$ cat src/logic/uart_pkg.sv
package uart_pkg;
   // ----------------------------------------
   // Register byte addresses
   // ----------------------------------------
   localparam logic [7:0] clock_ctrl_addr = 8'h00;
   localparam logic [7:0] mode_addr       = 8'h04;
   localparam logic [7:0] rate_addr       = 8'h08;
   localparam logic [7:0] control_addr    = 8'h0c;
   localparam logic [7:0] tx_data_addr    = 8'h10;
   localparam logic [7:0] rx_data_addr    = 8'h14;
   localparam logic [7:0] flag_addr       = 8'h18;
   localparam logic [7:0] enable_addr     = 8'h1c;
   localparam logic [7:0] carrier_addr    = 8'h20;
   // ----------------------------------------
   // Mode fields
   // ----------------------------------------
   localparam int stop_pos = 0;
   localparam int pmode_pos = 1;
   localparam int pen_pos = 2;
   localparam int dlen_pos = 3;
   localparam int ir_pos = 4;
   localparam int div_pos = 10;
   localparam int car_en_pos = 11;
   localparam int car_sel_pos = 12;
   localparam int mode_w = 13;
   localparam int clkc_w = 9;
   localparam logic [8:0] clkc_mask = 9'h133;
   // Flag bit positions
   localparam int f_tbe = 0;
   localparam int f_rb1 = 1;
   localparam int f_rb2 = 2;
   localparam int f_oe = 3;
   localparam int f_pe = 4;
   localparam int f_fe = 5;
   localparam int f_tend = 6;
   localparam int f_tbsy = 8;
   localparam int f_rbsy = 9;
   localparam logic [6:0] flag_reset = 7'h01;
   // Sample ticks per bit and IR pulse length
   localparam logic [3:0] ticks_last = 4'hf;
   localparam logic [3:0] ticks_mid = 4'h7;
   localparam logic [3:0] ir_ticks = 4'h3;
   localparam logic [4:0] ir_min_clk = 5'h03;
endpackage
$ cat src/logic/uart_core.sv
// Chosen here: the placing of the registers and the AHB-Lite slave port.
`timescale 1ns/1ps
`default_nettype none
module uart_core
   import uart_pkg::*;
(
   // Clock and reset
   input  wire logic        clk,
   input  wire logic        rstn,
   // AHB-Lite slave
   input  wire logic        hsel,
   input  wire logic [7:0]  haddr,
   input  wire logic [1:0]  htrans,
   input  wire logic        hwrite,
   input  wire logic [2:0]  hsize,
   input  wire logic        hready,
   input  wire logic [31:0] hwdata,
   output logic [31:0]      hrdata,
   output logic             hreadyout,
   output logic             hresp,
   // Serial pins and request
   input  wire logic        serial_in_pin,
   output logic             serial_out_pin,
   output logic             irq
);
   typedef enum logic [1:0] {st_idle, st_start, st_bits, st_stop} ser_state_e;

   function automatic logic [3:0] frame_bits(input logic [mode_w-1:0] m);
      frame_bits = 4'h7 + {3'h0, m[dlen_pos]} + {3'h0, m[pen_pos]};
   endfunction

   // ----------------------------------------
   // Bus and registers
   // ----------------------------------------
   logic [7:0] a_q, a_d;
   logic wr_q, wr_d, rd_d;
   logic [clkc_w-1:0] clkc_q, clkc_d;
   logic [mode_w-1:0] mode_q, mode_d;
   logic [11:0] rate_q, rate_d;
   logic [7:0] car_q, car_d;
   logic en_q, en_d, srst_q, srst_d;
   logic [6:0] ien_q, ien_d;
   logic [6:0] flag_q, flag_d;
   logic [31:0] hrdata_d;
   logic irq_d;
   // Transmit
   ser_state_e ts_q, ts_d;
   logic [7:0] tbuf_q, tbuf_d, tsh_q, tsh_d;
   logic tfull_q, tfull_d, tbsy_q, tbsy_d, tbit_q, tbit_d, tpar_q, tpar_d;
   logic [3:0] tcnt_q, tcnt_d, ttk_q, ttk_d;
   // Receive
   ser_state_e rs_q, rs_d;
   logic [7:0] rsh_q, rsh_d;
   logic [3:0] rcnt_q, rcnt_d, rtk_q, rtk_d;
   logic rpar_q, rpar_d, rbsy_q, rbsy_d;
   logic [7:0] fifo_q [2];
   logic [7:0] fifo_d [2];
   logic [1:0] ferr_q, ferr_d, perr_q, perr_d;
   logic [1:0] cnt_q, cnt_d;
   // Rate, sync, modulators
   logic [7:0] bcnt_q, bcnt_d;
   logic [3:0] fcnt_q, fcnt_d;
   logic tick_q, tick_d;
   logic s1_q, s2_q;
   logic [4:0] irlo_q, irlo_d;
   logic [4:0] irst_q, irst_d;
   logic [7:0] ccnt_q, ccnt_d;
   logic cwave_q, cwave_d, out_d;

   logic wr_tx, rd_rx, rx_in, tx_line;

   always_comb
   begin
      a_d = a_q; wr_d = 1'b0; rd_d = 1'b0;
      if (hsel && hready && htrans[1])
      begin
         a_d = haddr;
         wr_d = hwrite;
         rd_d = !hwrite;
      end
      wr_tx = wr_q && a_q == tx_data_addr;
      rd_rx = rd_d && haddr == rx_data_addr;
      clkc_d = clkc_q; mode_d = mode_q; rate_d = rate_q; car_d = car_q;
      en_d = en_q; ien_d = ien_q; srst_d = 1'b0;
      if (wr_q)
         case (a_q)
            clock_ctrl_addr: if (!en_q) clkc_d = hwdata[clkc_w-1:0] & clkc_mask;
            mode_addr:       if (!en_q) mode_d = hwdata[mode_w-1:0] & 13'h1c1f;
            rate_addr:       if (!en_q) rate_d = hwdata[11:0];
            carrier_addr:    car_d = hwdata[7:0];
            control_addr:
            begin
               en_d = hwdata[0];
               srst_d = hwdata[1];
            end
            enable_addr:     ien_d = hwdata[6:0];
            default: ;
         endcase
      hrdata_d = 32'h0;
      if (rd_d)
         case (haddr)
            clock_ctrl_addr: hrdata_d = {23'h0, clkc_q};
            mode_addr:       hrdata_d = {19'h0, mode_q};
            rate_addr:       hrdata_d = {20'h0, rate_q};
            carrier_addr:    hrdata_d = {24'h0, car_q};
            control_addr:    hrdata_d = {30'h0, srst_q, en_q};
            rx_data_addr:    hrdata_d = {24'h0, fifo_q[0]};
            tx_data_addr:    hrdata_d = {24'h0, tbuf_q};
            flag_addr:       hrdata_d = {22'h0, rbsy_q, tbsy_q, 1'b0, flag_q};
            enable_addr:     hrdata_d = {25'h0, ien_q};
            default:         hrdata_d = 32'h0;
         endcase
      irq_d = |(flag_q & ien_q);
   end

   // ----------------------------------------
   // Baud generator, carrier, sync
   // ----------------------------------------
   always_comb
   begin
      bcnt_d = bcnt_q; fcnt_d = fcnt_q; tick_d = 1'b0;
      if (!en_q || srst_q)
      begin
         bcnt_d = 8'h0; fcnt_d = 4'h0;
      end
      else if (fcnt_q != 4'h0)
         fcnt_d = fcnt_q - 4'h1;
      else if (bcnt_q == rate_q[7:0])
      begin
         bcnt_d = 8'h0;
         tick_d = 1'b1;
         // Fine divider: rate_q[11:8] extra clocks after every tick
         fcnt_d = mode_q[div_pos] ? rate_q[11:8] : 4'h0;
      end
      else
         bcnt_d = bcnt_q + 8'h1;
      ccnt_d = ccnt_q + 8'h1; cwave_d = cwave_q;
      if (ccnt_q >= car_q)
      begin
         ccnt_d = 8'h0;
         cwave_d = !cwave_q;
      end
      // Infrared stretch: a low of 3+ clocks holds low for 16 ticks
      irlo_d = s2_q ? 5'h0 : (irlo_q == 5'h1f ? irlo_q : irlo_q + 5'h1);
      irst_d = irst_q;
      if (irlo_q == ir_min_clk - 5'h1 && !s2_q) irst_d = 5'h10;
      else if (tick_q && irst_q != 5'h0) irst_d = irst_q - 5'h1;
      rx_in = mode_q[ir_pos] ? (irst_q == 5'h0) : s2_q;
      tx_line = tbit_q;
      if (mode_q[ir_pos] && !tbit_q) tx_line = ttk_q >= ir_ticks;
      out_d = tx_line;
      if (mode_q[car_en_pos] && (tx_line == mode_q[car_sel_pos])) out_d = tx_line ^ cwave_q;
   end

   // ----------------------------------------
   // Transmitter
   // ----------------------------------------
   always_comb
   begin
      ts_d = ts_q; tbuf_d = tbuf_q; tsh_d = tsh_q; tfull_d = tfull_q;
      tbsy_d = tbsy_q; tbit_d = tbit_q; tpar_d = tpar_q; tcnt_d = tcnt_q; ttk_d = ttk_q;
      if (wr_tx)
      begin
         tbuf_d = hwdata[7:0];
         tfull_d = 1'b1;
      end
      if (tick_q) ttk_d = ttk_q + 4'h1;
      case (ts_q)
         st_idle:
            if (tfull_q && en_q)
            begin
               tsh_d = tbuf_q; tfull_d = 1'b0;
               tpar_d = mode_q[pmode_pos];
               ts_d = st_start; tbsy_d = 1'b1; tbit_d = 1'b0;
               ttk_d = 4'h0; tcnt_d = 4'h0;
            end
         st_start, st_bits:
            if (tick_q && ttk_q == ticks_last)
            begin
               if (tcnt_q == frame_bits(mode_q))
               begin
                  ts_d = st_stop; tbit_d = 1'b1; tcnt_d = 4'h0;
               end
               else
               begin
                  ts_d = st_bits;
                  tbit_d = (mode_q[pen_pos] && tcnt_q == frame_bits(mode_q) - 4'h1) ? tpar_q : tsh_q[0];
                  tpar_d = tpar_q ^ tsh_q[0];
                  tsh_d = {1'b0, tsh_q[7:1]};
                  tcnt_d = tcnt_q + 4'h1;
               end
            end
         st_stop:
            if (tick_q && ttk_q == ticks_last)
            begin
               if (tcnt_q == {3'h0, mode_q[stop_pos]})
               begin
                  ts_d = st_idle;
                  tbsy_d = tfull_q;
                  if (tfull_q) tbit_d = 1'b1;
               end
               else
                  tcnt_d = tcnt_q + 4'h1;
            end
         default: ts_d = st_idle;
      endcase
      if (srst_q)
      begin
         ts_d = st_idle; tfull_d = 1'b0; tbsy_d = 1'b0; tbit_d = 1'b1;
      end
   end

   // ----------------------------------------
   // Receiver and FIFO
   // ----------------------------------------
   logic done, load;
   always_comb
   begin
      rs_d = rs_q; rsh_d = rsh_q; rcnt_d = rcnt_q; rtk_d = rtk_q;
      rpar_d = rpar_q; rbsy_d = rbsy_q; done = 1'b0;
      if (tick_q) rtk_d = rtk_q + 4'h1;
      case (rs_q)
         st_idle:
            if (!rx_in && en_q)
            begin
               rs_d = st_start; rbsy_d = 1'b1; rtk_d = 4'h0;
            end
         st_start:
            if (tick_q && rtk_q == ticks_mid)
            begin
               if (rx_in) begin rs_d = st_idle; rbsy_d = 1'b0; end
               else begin rs_d = st_bits; rtk_d = 4'h0; rcnt_d = 4'h0; rsh_d = 8'h0;
                  rpar_d = mode_q[pmode_pos]; end
            end
         st_bits:
            if (tick_q && rtk_q == ticks_last)
            begin
               rpar_d = rpar_q ^ rx_in;
               if (!(mode_q[pen_pos] && rcnt_q == frame_bits(mode_q) - 4'h1))
                  rsh_d = mode_q[dlen_pos] ? {rx_in, rsh_q[7:1]} : {1'b0, rx_in, rsh_q[6:1]};
               rcnt_d = rcnt_q + 4'h1;
               if (rcnt_q == frame_bits(mode_q) - 4'h1) rs_d = st_stop;
            end
         st_stop:
            if (tick_q && rtk_q == ticks_last)
            begin
               rs_d = st_idle; rbsy_d = 1'b0; done = 1'b1;
            end
         default: rs_d = st_idle;
      endcase
      load = done && cnt_q != 2'h2;
      fifo_d = fifo_q; ferr_d = ferr_q; perr_d = perr_q; cnt_d = cnt_q;
      if (rd_rx && cnt_q != 2'h0)
      begin
         fifo_d[0] = fifo_q[1]; ferr_d = {1'b0, ferr_q[1]}; perr_d = {1'b0, perr_q[1]};
         cnt_d = cnt_q - 2'h1;
      end
      if (load)
      begin
         fifo_d[cnt_d[0]] = rsh_q;
         ferr_d[cnt_d[0]] = !rx_in;
         perr_d[cnt_d[0]] = mode_q[pen_pos] && rpar_q;
         cnt_d = cnt_d + 2'h1;
      end
      if (srst_q)
      begin
         rs_d = st_idle; rbsy_d = 1'b0; cnt_d = 2'h0; ferr_d = 2'h0; perr_d = 2'h0;
      end
   end

   // ----------------------------------------
   // Flags
   // ----------------------------------------
   always_comb
   begin
      flag_d = flag_q;
      if (wr_q && a_q == flag_addr)
         flag_d = flag_q & ~(hwdata[6:0] & 7'h78);
      if (rd_rx && cnt_q != 2'h0)
      begin
         flag_d[f_fe] = 1'b0; flag_d[f_pe] = 1'b0;
      end
      flag_d[f_tbe] = !tfull_d;
      flag_d[f_rb1] = cnt_d != 2'h0;
      flag_d[f_rb2] = cnt_d == 2'h2;
      if (ferr_d[0] && (load || cnt_d != cnt_q)) flag_d[f_fe] = 1'b1;
      if (perr_d[0] && (load || cnt_d != cnt_q)) flag_d[f_pe] = 1'b1;
      if (done && cnt_q == 2'h2) flag_d[f_oe] = 1'b1;
      if (ts_q == st_stop && ts_d == st_idle && !tfull_q) flag_d[f_tend] = 1'b1;
      if (srst_q) flag_d = flag_reset;
   end

   always_ff @(posedge clk)
   begin
      if (!rstn)
      begin
         a_q <= 8'h0; wr_q <= 1'b0; clkc_q <= '0; mode_q <= '0;
         rate_q <= 12'h0; car_q <= 8'h0; en_q <= 1'b0; srst_q <= 1'b0;
         ien_q <= 7'h0; flag_q <= flag_reset; hrdata <= 32'h0; irq <= 1'b0;
         ts_q <= st_idle; tbuf_q <= 8'h0; tsh_q <= 8'h0; tfull_q <= 1'b0;
         tbsy_q <= 1'b0; tbit_q <= 1'b1; tpar_q <= 1'b0; tcnt_q <= 4'h0; ttk_q <= 4'h0;
         rs_q <= st_idle; rsh_q <= 8'h0; rcnt_q <= 4'h0; rtk_q <= 4'h0;
         rpar_q <= 1'b0; rbsy_q <= 1'b0; fifo_q[0] <= 8'h0; fifo_q[1] <= 8'h0;
         ferr_q <= 2'h0; perr_q <= 2'h0; cnt_q <= 2'h0;
         bcnt_q <= 8'h0; fcnt_q <= 4'h0; tick_q <= 1'b0;
         s1_q <= 1'b1; s2_q <= 1'b1; irlo_q <= 5'h0; irst_q <= 5'h0;
         ccnt_q <= 8'h0; cwave_q <= 1'b0; serial_out_pin <= 1'b1;
      end
      else
      begin
         a_q <= a_d; wr_q <= wr_d; clkc_q <= clkc_d; mode_q <= mode_d;
         rate_q <= rate_d; car_q <= car_d; en_q <= en_d; srst_q <= srst_d;
         ien_q <= ien_d; flag_q <= flag_d; hrdata <= hrdata_d; irq <= irq_d;
         ts_q <= ts_d; tbuf_q <= tbuf_d; tsh_q <= tsh_d; tfull_q <= tfull_d;
         tbsy_q <= tbsy_d; tbit_q <= tbit_d; tpar_q <= tpar_d; tcnt_q <= tcnt_d; ttk_q <= ttk_d;
         rs_q <= rs_d; rsh_q <= rsh_d; rcnt_q <= rcnt_d; rtk_q <= rtk_d;
         rpar_q <= rpar_d; rbsy_q <= rbsy_d; fifo_q <= fifo_d;
         ferr_q <= ferr_d; perr_q <= perr_d; cnt_q <= cnt_d;
         bcnt_q <= bcnt_d; fcnt_q <= fcnt_d; tick_q <= tick_d;
         s1_q <= serial_in_pin; s2_q <= s1_q; irlo_q <= irlo_d; irst_q <= irst_d;
         ccnt_q <= ccnt_d; cwave_q <= cwave_d; serial_out_pin <= out_d;
      end
   end

   assign hreadyout = 1'b1;
   assign hresp = 1'b0;
endmodule
`default_nettype wire

$ cat config.mk
export PLATFORM = sky130hd
export DESIGN_NAME = uart_core
export DESIGN_NICKNAME = d
export VERILOG_FILES = /design/src/logic/uart_pkg.sv /design/src/logic/uart_core.sv
export SDC_FILE = /design/constraint.sdc
export NUM_CORES = 1
export LEC_CHECK = 0
export BUFFER_PORTS_ARGS = -buffer_cell sky130_fd_sc_hd__buf_2
export CAP_MARGIN = 20
export CELL_PAD_IN_SITES_DETAIL_PLACEMENT = 0
export CELL_PAD_IN_SITES_GLOBAL_PLACEMENT = 1
export CORE_MARGIN = 2
export CORE_UTILIZATION = 41
export CTS_CLUSTER_DIAMETER = 100
export CTS_CLUSTER_SIZE = 10
export DETAILED_ROUTE_END_ITERATION = 10
export PLACE_DENSITY = 0.78
export SLEW_MARGIN = 20
export SYNTH_ARGS = -nofsm -noshare
export SYNTH_HDL_FRONTEND = slang
export SYNTH_SLANG_ARGS = --single-unit
$ cat constraint.sdc
create_clock -name clk -period 2.5 [get_ports clk]
set_input_delay 0.125 -clock clk [delete_from_list [all_inputs] [get_ports clk]]
set_output_delay 0.125 -clock clk [all_outputs]
set_load 0.01 [all_outputs]
After elaboration in Yosys (flattened, before gate mapping)
Index checks and enable logic that the tools add are counted.
{"block": "classes", "addsub": 14, "order_cmp": 6, "n_eq_ne": 51, "muxes": 109, "bitwise": 9, "reduce_logical": 81}
{"operator": "$pmux 13 s9", "n": 1}
{"operator": "$mux 8", "n": 11}
{"operator": "$mux 4", "n": 18}
{"operator": "$eq 8x5->1 const B", "n": 7}
{"operator": "$mux 1", "n": 39}
{"operator": "$mux 2", "n": 19}
{"operator": "$eq 8x4->1 const B", "n": 4}
{"operator": "$ne 2x2->1 const B", "n": 16}
{"operator": "$pmux 8 s2", "n": 2}
{"operator": "$logic_and 1x1->1", "n": 26}
{"operator": "$reduce_and 5->1", "n": 4}
{"operator": "$reduce_bool 2->1", "n": 9}
{"operator": "$add 4x1->4 const B", "n": 4}
{"operator": "$add 8x1->8 const B", "n": 2}
{"operator": "$bwmux 16", "n": 1}
{"operator": "$eq 8x3->1 const B", "n": 2}
{"operator": "$eq 8x6->1 const B", "n": 2}
{"operator": "$logic_not 8->1", "n": 2}
{"operator": "$mux 16", "n": 1}
{"operator": "$pmux 4 s2", "n": 2}
{"operator": "$reduce_and 4->1", "n": 4}
{"operator": "$and 7x7->7", "n": 2}
{"operator": "$eq 2x2->1 const B", "n": 6}
{"operator": "$eq 4x4->1", "n": 3}
{"operator": "48 further kinds", "n": 83}
{"block": "word_totals", "regBits": 198, "input_bits": 51}

Longest topological paths before layout
{"block": "logic_depth", "word_depth": 15, "mapped_depth": 14, "depth_no_buf": 11}

Worst setup path before layout
No wires, ideal clock.
{"block": "synth_timing", "kind": "reg-to-reg", "startpoint": "reg cnt_q[0]", "endpoint": "reg flag_q[4]", "setup_time_ns": 0.087, "arrival_time_ns": 2.639, "required_ns": 2.413, "slack_ns": -0.226, "path_stages_with_launch": 15, "path_buffers": 3, "cell_sequence": "dfxtp_1 > buf_2 > inv_1 > ha_1 > nor2_1 > and4_1 > buf_4 > xnor2_4 > inv_4 > buf_6 > ha_1 > xnor2_1 > o221ai_1 > o21ai_0 > o31ai_1"}
{"block": "synth_between", "elab_chain_cells": 12, "word_cells_on_any_way": 24, "classes_between": "add/sub: 2; order compare: 2; eq/ne: 2; mux: 11; reduce/logical: 7"}
{"item": "start: declaration", "line_no": "uart_core.sv:59", "source": "logic [1:0] cnt_q, cnt_d;"}
{"item": "start signal: assignment", "line_no": "uart_core.sv:318", "source": "ferr_q <= ferr_d; perr_q <= perr_d; cnt_q <= cnt_d;"}
{"item": "branches (longest 12 deep; another with $sub 2x1->2)"}
{"item": "end signal: assignment", "line_no": "uart_core.sv:313", "source": "ien_q <= ien_d; flag_q <= flag_d; hrdata <= hrdata_d; irq <= irq_d;"}
{"item": "end: declaration", "line_no": "uart_core.sv:43", "source": "logic [6:0] flag_q, flag_d;"}
Several ways; the timed one is not identified.
A chain may end at the register's enable or synchronous reset.

Worst setup path after layout
{"block": "layout_timing", "startpoint": "reg mode_q[3]", "endpoint": "reg tsh_q[5]"}
{"block": "layout_between", "elab_chain_cells": 5}
{"item": "start: declaration", "line_no": "uart_core.sv:38", "source": "logic [mode_w-1:0] mode_q, mode_d;"}
{"item": "start signal: assignment", "line_no": "uart_core.sv:297", "source": "a_q <= 8'h0; wr_q <= 1'b0; clkc_q <= '0; mode_q <= '0;"}
{"item": "start signal: assignment", "line_no": "uart_core.sv:311", "source": "a_q <= a_d; wr_q <= wr_d; clkc_q <= clkc_d; mode_q <= mode_d;"}
{"item": "$add 3x1->4", "line_no": "uart_core.sv:29", "source": "frame_bits = 4'h7 + {3'h0, m[dlen_pos]} + {3'h0, m[pen_pos]};"}
{"item": "$add 4x1->4", "line_no": "uart_core.sv:29"}
{"item": "$eq 4x4->1", "line_no": "uart_core.sv:180", "source": "if (tcnt_q == frame_bits(mode_q))"}
{"item": "$ne 2x2->1 (no line)"}
{"item": "$reduce_and 4->1 (no line)"}
{"item": "end signal: assignment", "line_no": "uart_core.sv:314", "source": "ts_q <= ts_d; tbuf_q <= tbuf_d; tsh_q <= tsh_d; tfull_q <= tfull_d;"}
{"item": "end: declaration", "line_no": "uart_core.sv:48", "source": "logic [7:0] tbuf_q, tbuf_d, tsh_q, tsh_d;"}
Every way passes these cells.

==> summary.md <==
| Metric | Value |
|---|---|
| Core area | 0.0210 mm2 |
| Largest regs | hrdata: 13 flops, rate_q: 12 flops |
| Die width | 150 um |
| Reg2reg end | tsh_q[5]$_SDFFE_PN0P_ |
| Worst Hold Endpoint | tbuf_q[6]$_SDFFE_PN0P_ |
| Crit path required time | 2.83 ns |
| Slew at the pin closest to its max-slew limit | 0.739 ns |
| Setup Crit Path Kind | flop to flop |
| Power Dens Cells | around 560 mW/mm2 |
| Hold crit path type | primary input to flop |
| Max reg flops | 13 |
| Share of the yosys chip area belonging to registers | 40.8% |
| Register bit count reported by yosys | 179 |
| CTS tree | built |
| # diodes | 0 |
| Worst VDD drop | roughly 0.00046 V |
| Post-DP HPWL | approximately 17,000 um |
| Setup TNS | 0 ns |
| Max-cap violations | 0 |
| Filler instances | 2,036 |
| Post-synth EDFFs | 0 |
| Drt total wl | ~24,000 um |
| Startpoint Class | flop |
| CTS Buf Count | 17 |
| Worst setup margin | 0.194 ns |
| Rows | 53 |
| Worst-case reg-to-reg path depth | 7 |
| Final slew viol count | 0 |
| First-pass iteration count of the detailed router | 8 |
| Status | finished, violations left |
| Pleak | approximately 0.0037 uW |
| Syn Area/Cell | roughly 8.7 um2 |
| Failing checks | design-rule violations |
| Tcrit/Tclk final | approximately 92% |
| Die Y | 150 um |
| Launch point of the worst reg-to-reg path | mode_q[3]$_SDFFE_PN0P_ |
| Clock period minus worst slack | 2.31 ns |
| Synth Instances | 1,008 |
| Root Driver | clkbuf_16 |
| DRC Markers | 1 |
| Worst-Skew Late Latency | approximately 0.43 ns |
| Final setup violation count | 0 |
| Via count | approximately 7,400 |
| IO Port Bufs | 42 |
| Critical path fanouts, max | 15 |
| Fraction of layout cells with a size suffix above 1 | 13.1% |
| Primary FF master, synth | dfxtp_1 |
| Final ANT Viol Nets | 0 |
| Max Buffers Root-to-Sink | 2 |
| Ys Warns | 0 |
| Final hold vios | 0 |
| Initial Utilization | 41.8% |
| Worst path arrival time | 2.64 ns |
| DR iter-0 viols | roughly 580 |
| Synth-to-Final Area Change | 14.6% |
| Synth unique cells | 73 |
| Nets | 1,151 |
| Clk_skew | 0.0110 ns |
| Worst setup EP type | flop |
| H-tree depth | 4 |
| Largest net degree at the start of global routing | 34 |
| Hold path depth | 3 |
| I/O pins | 87 |
| Number of global-route vias before repair | between 6,000 and 7,000 |
| Max frequency | 434 MHz |
| Total GRT Usage | 21.5% |
| First-pass GRT wire length | 37,500 um |
| R2r setup slk | 0.19 ns |
| Post-CTS Setup Bufs | 0 |
| Pre-CTS setup slack | 0.275 ns |
| CTS sink cnt | 179 |
| Grt total ovfl | 0 |
| Routability Congestion | 0.878 |
| Via-to-Cell Ratio | 5.47 |
| Most flops, register | hrdata |
| Post-synth ARST share | 0% |
| Avg WL per Cell | roughly 18 um |
| Unrepaired setup endpoints after global routing | false |
| Clk slew on worst S/H paths | 0.07 ns |
| Post-Syn Area | ~0.0088 mm2 |
| Antenna violations before repair | 0 |
| Die Area | 0.0226 mm2 |
| Slew margin rel. | 50.7% |
| HP Start | hwdata[6] |
-- worst max-delay path by stage --
stage / slack (ns) / endpoint / start
6_report: 0.19 / tsh_q[5]$_SDFFE_PN0P_ / mode_q[3]$_SDFFE_PN0P_
5_1_grt: 0.04 / tsh_q[2]$_SDFFE_PN0P_ / mode_q[3]$_SDFFE_PN0P_
4_1_cts: 0.22 / tsh_q[5]$_SDFFE_PN0P_ / mode_q[3]$_SDFFE_PN0P_
3_5_place_dp: 0.27 / flag_q[4]$_SDFFE_PP0P_ / cnt_q[0]$_SDFF_PN0_
3_3_place_gp: 0.27 / flag_q[4]$_SDFFE_PP0P_ / cnt_q[0]$_SDFF_PN0_
2_1_floorplan: 0.1 / flag_q[5]$_SDFFE_PP0P_ / cnt_q[0]$_SDFF_PN0_
-- per-layer routing --
layer | part of all wire (%) | routed length, um | vias up | track usage, %
li1 | - | - | 3720 | -
met4 | 1.5 | 357 | 0 | 5.66
met2 | 46 | 11100 | 190 | 33.7
met5 | 0 | 0 | - | 0
met3 | 5.0 | 1210 | 20 | 4.85
met1 | 48 | 11500 | 3510 | 29.7
-- cells by family (layout without fill, tap and decap cells) --
| kind of cell | Yosys count | count (layout) | synth area share, % |
|---|---|---|---|
| simple gates | 368 | 368 | 21.2 |
| compound gates | 225 | 225 | 17.1 |
| flops | 179 | 179 | 40.8 |
| buf+inv | 105 | 162 | 5.68 |
| mux | 55 | 55 | 6.28 |
| xor+xnor | 45 | 45 | 4.70 |
| fa+ha+maj | 29 | 29 | 4.13 |
| other cells | 2 | 21 | 0.0855 |
-- cell usage after synthesis, drive strengths merged, types with 4 or more instances --
cell type  number  area share [%]
dfxtp         179              41
nor2           99             4.2
nand2          94             4.0
a21oi          85             4.8
mux2i          54             6.2
nand3          42             2.4
buf            38             2.8
clkbuf         35             1.5
xor2           33             3.3
inv            31             1.4
nor3           31             1.8
ha             29             4.1
o21ai          23             1.4
a22oi          16             1.4
a311oi         16             1.7
and3           15             1.1
nand3b         13             1.1
nand4          12            0.85
xnor2          12             1.4
nand2b         11            0.78
a211oi         10            0.85
and2           10            0.71
a31oi           9            0.64
o211ai          9            0.77
nor2b           7            0.50
nor3b           7            0.65
a221oi          6            0.60
nor4            6            0.60
o31ai           6            0.51
a222oi          5            0.57
a41oi           4            0.40
o2111ai         4            0.40
or3             4            0.28
-- repair_timing --
action	4_1_cts	5_1_grt
endpoints found under the hold margin	15	0
resized for setup	0	0
hold buffers	10	0
-- layout make-up --
| type | instances | area (um2) | area share, % |
|---|---|---|---|
| clock inverters | 15 | 139 | 1.38 |
| inverters | 32 | 124 | 1.23 |
| multi-input cells | 743 | 4800 | 47.7 |
| flip-flops and latches | 179 | 3580 | 35.6 |
| repair buffers | 98 | 656 | 6.51 |
| clock buffers | 17 | 425 | 4.22 |
| well taps | 275 | 344 | 3.42 |
-- worst max-delay path, stage by stage (launching register included) --
cell and delay, ns:
dfxtp_1 0.41, inv_1 0.10, ha_1 0.21, or4b_1 0.51, a21oi_1 0.40, o31ai_1 0.11, buf_4 0.20, a311oi_1 0.28
-- report_power, final --
group | internal (uW) | total (uW) | leakage [uW] | switching (uW)
Combinational | 65.1 | 211 | 0.00202 | 146
Sequential | 2860 | 2870 | 0.00144 | 8.41
Clock | 1320 | 2590 | 0.000277 | 1270
Total | 4240 | 5670 | 0.00374 | 1420
-- placed cells by master, fill, tap and decap left out, types with 10 or more instances in the layout --
cell type,Yosys,routed
nand2b_1,11,11
a21oi_1,85,85
and2_1,10,10
buf_4,22,46
xnor2_1,11,11
buf_2,10,42
clkbuf_16,0,17
ha_1,29,28
nand3_1,42,42
nand3b_1,13,13
and3_1,15,15
dfxtp_1,179,179
a22oi_1,16,16
o21ai_0,22,21
mux2i_1,54,54
conb_1,2,21
xor2_1,33,33
nor3_1,30,29
dlygate4sd3_1,0,10
a211oi_1,10,10
nor2_1,99,98
a311oi_1,15,15
nand2_1,94,94
nand4_1,12,12
inv_1,30,28
-- stage by stage --
stage | hold slack [ns] | cells | utilization (%) | area (um2) | total power (uW)
final | 0.0156 | 1359 | 47.9 | 10100 | 5670
after global routing | 0.00950 | 1359 | 47.9 | 10100 | 5860
after CTS | 0.00172 | 1359 | 47.9 | 10100 | 5720
after detailed placement | 0.313 | 1317 | 44.8 | 9410 | 3130
after global placement | 0.310 | 1317 | 44.8 | 9410 | 3130
after floorplan | 0.226 | 1027 | - | 8880 | 3060
(Power assumes the default switching activity.)
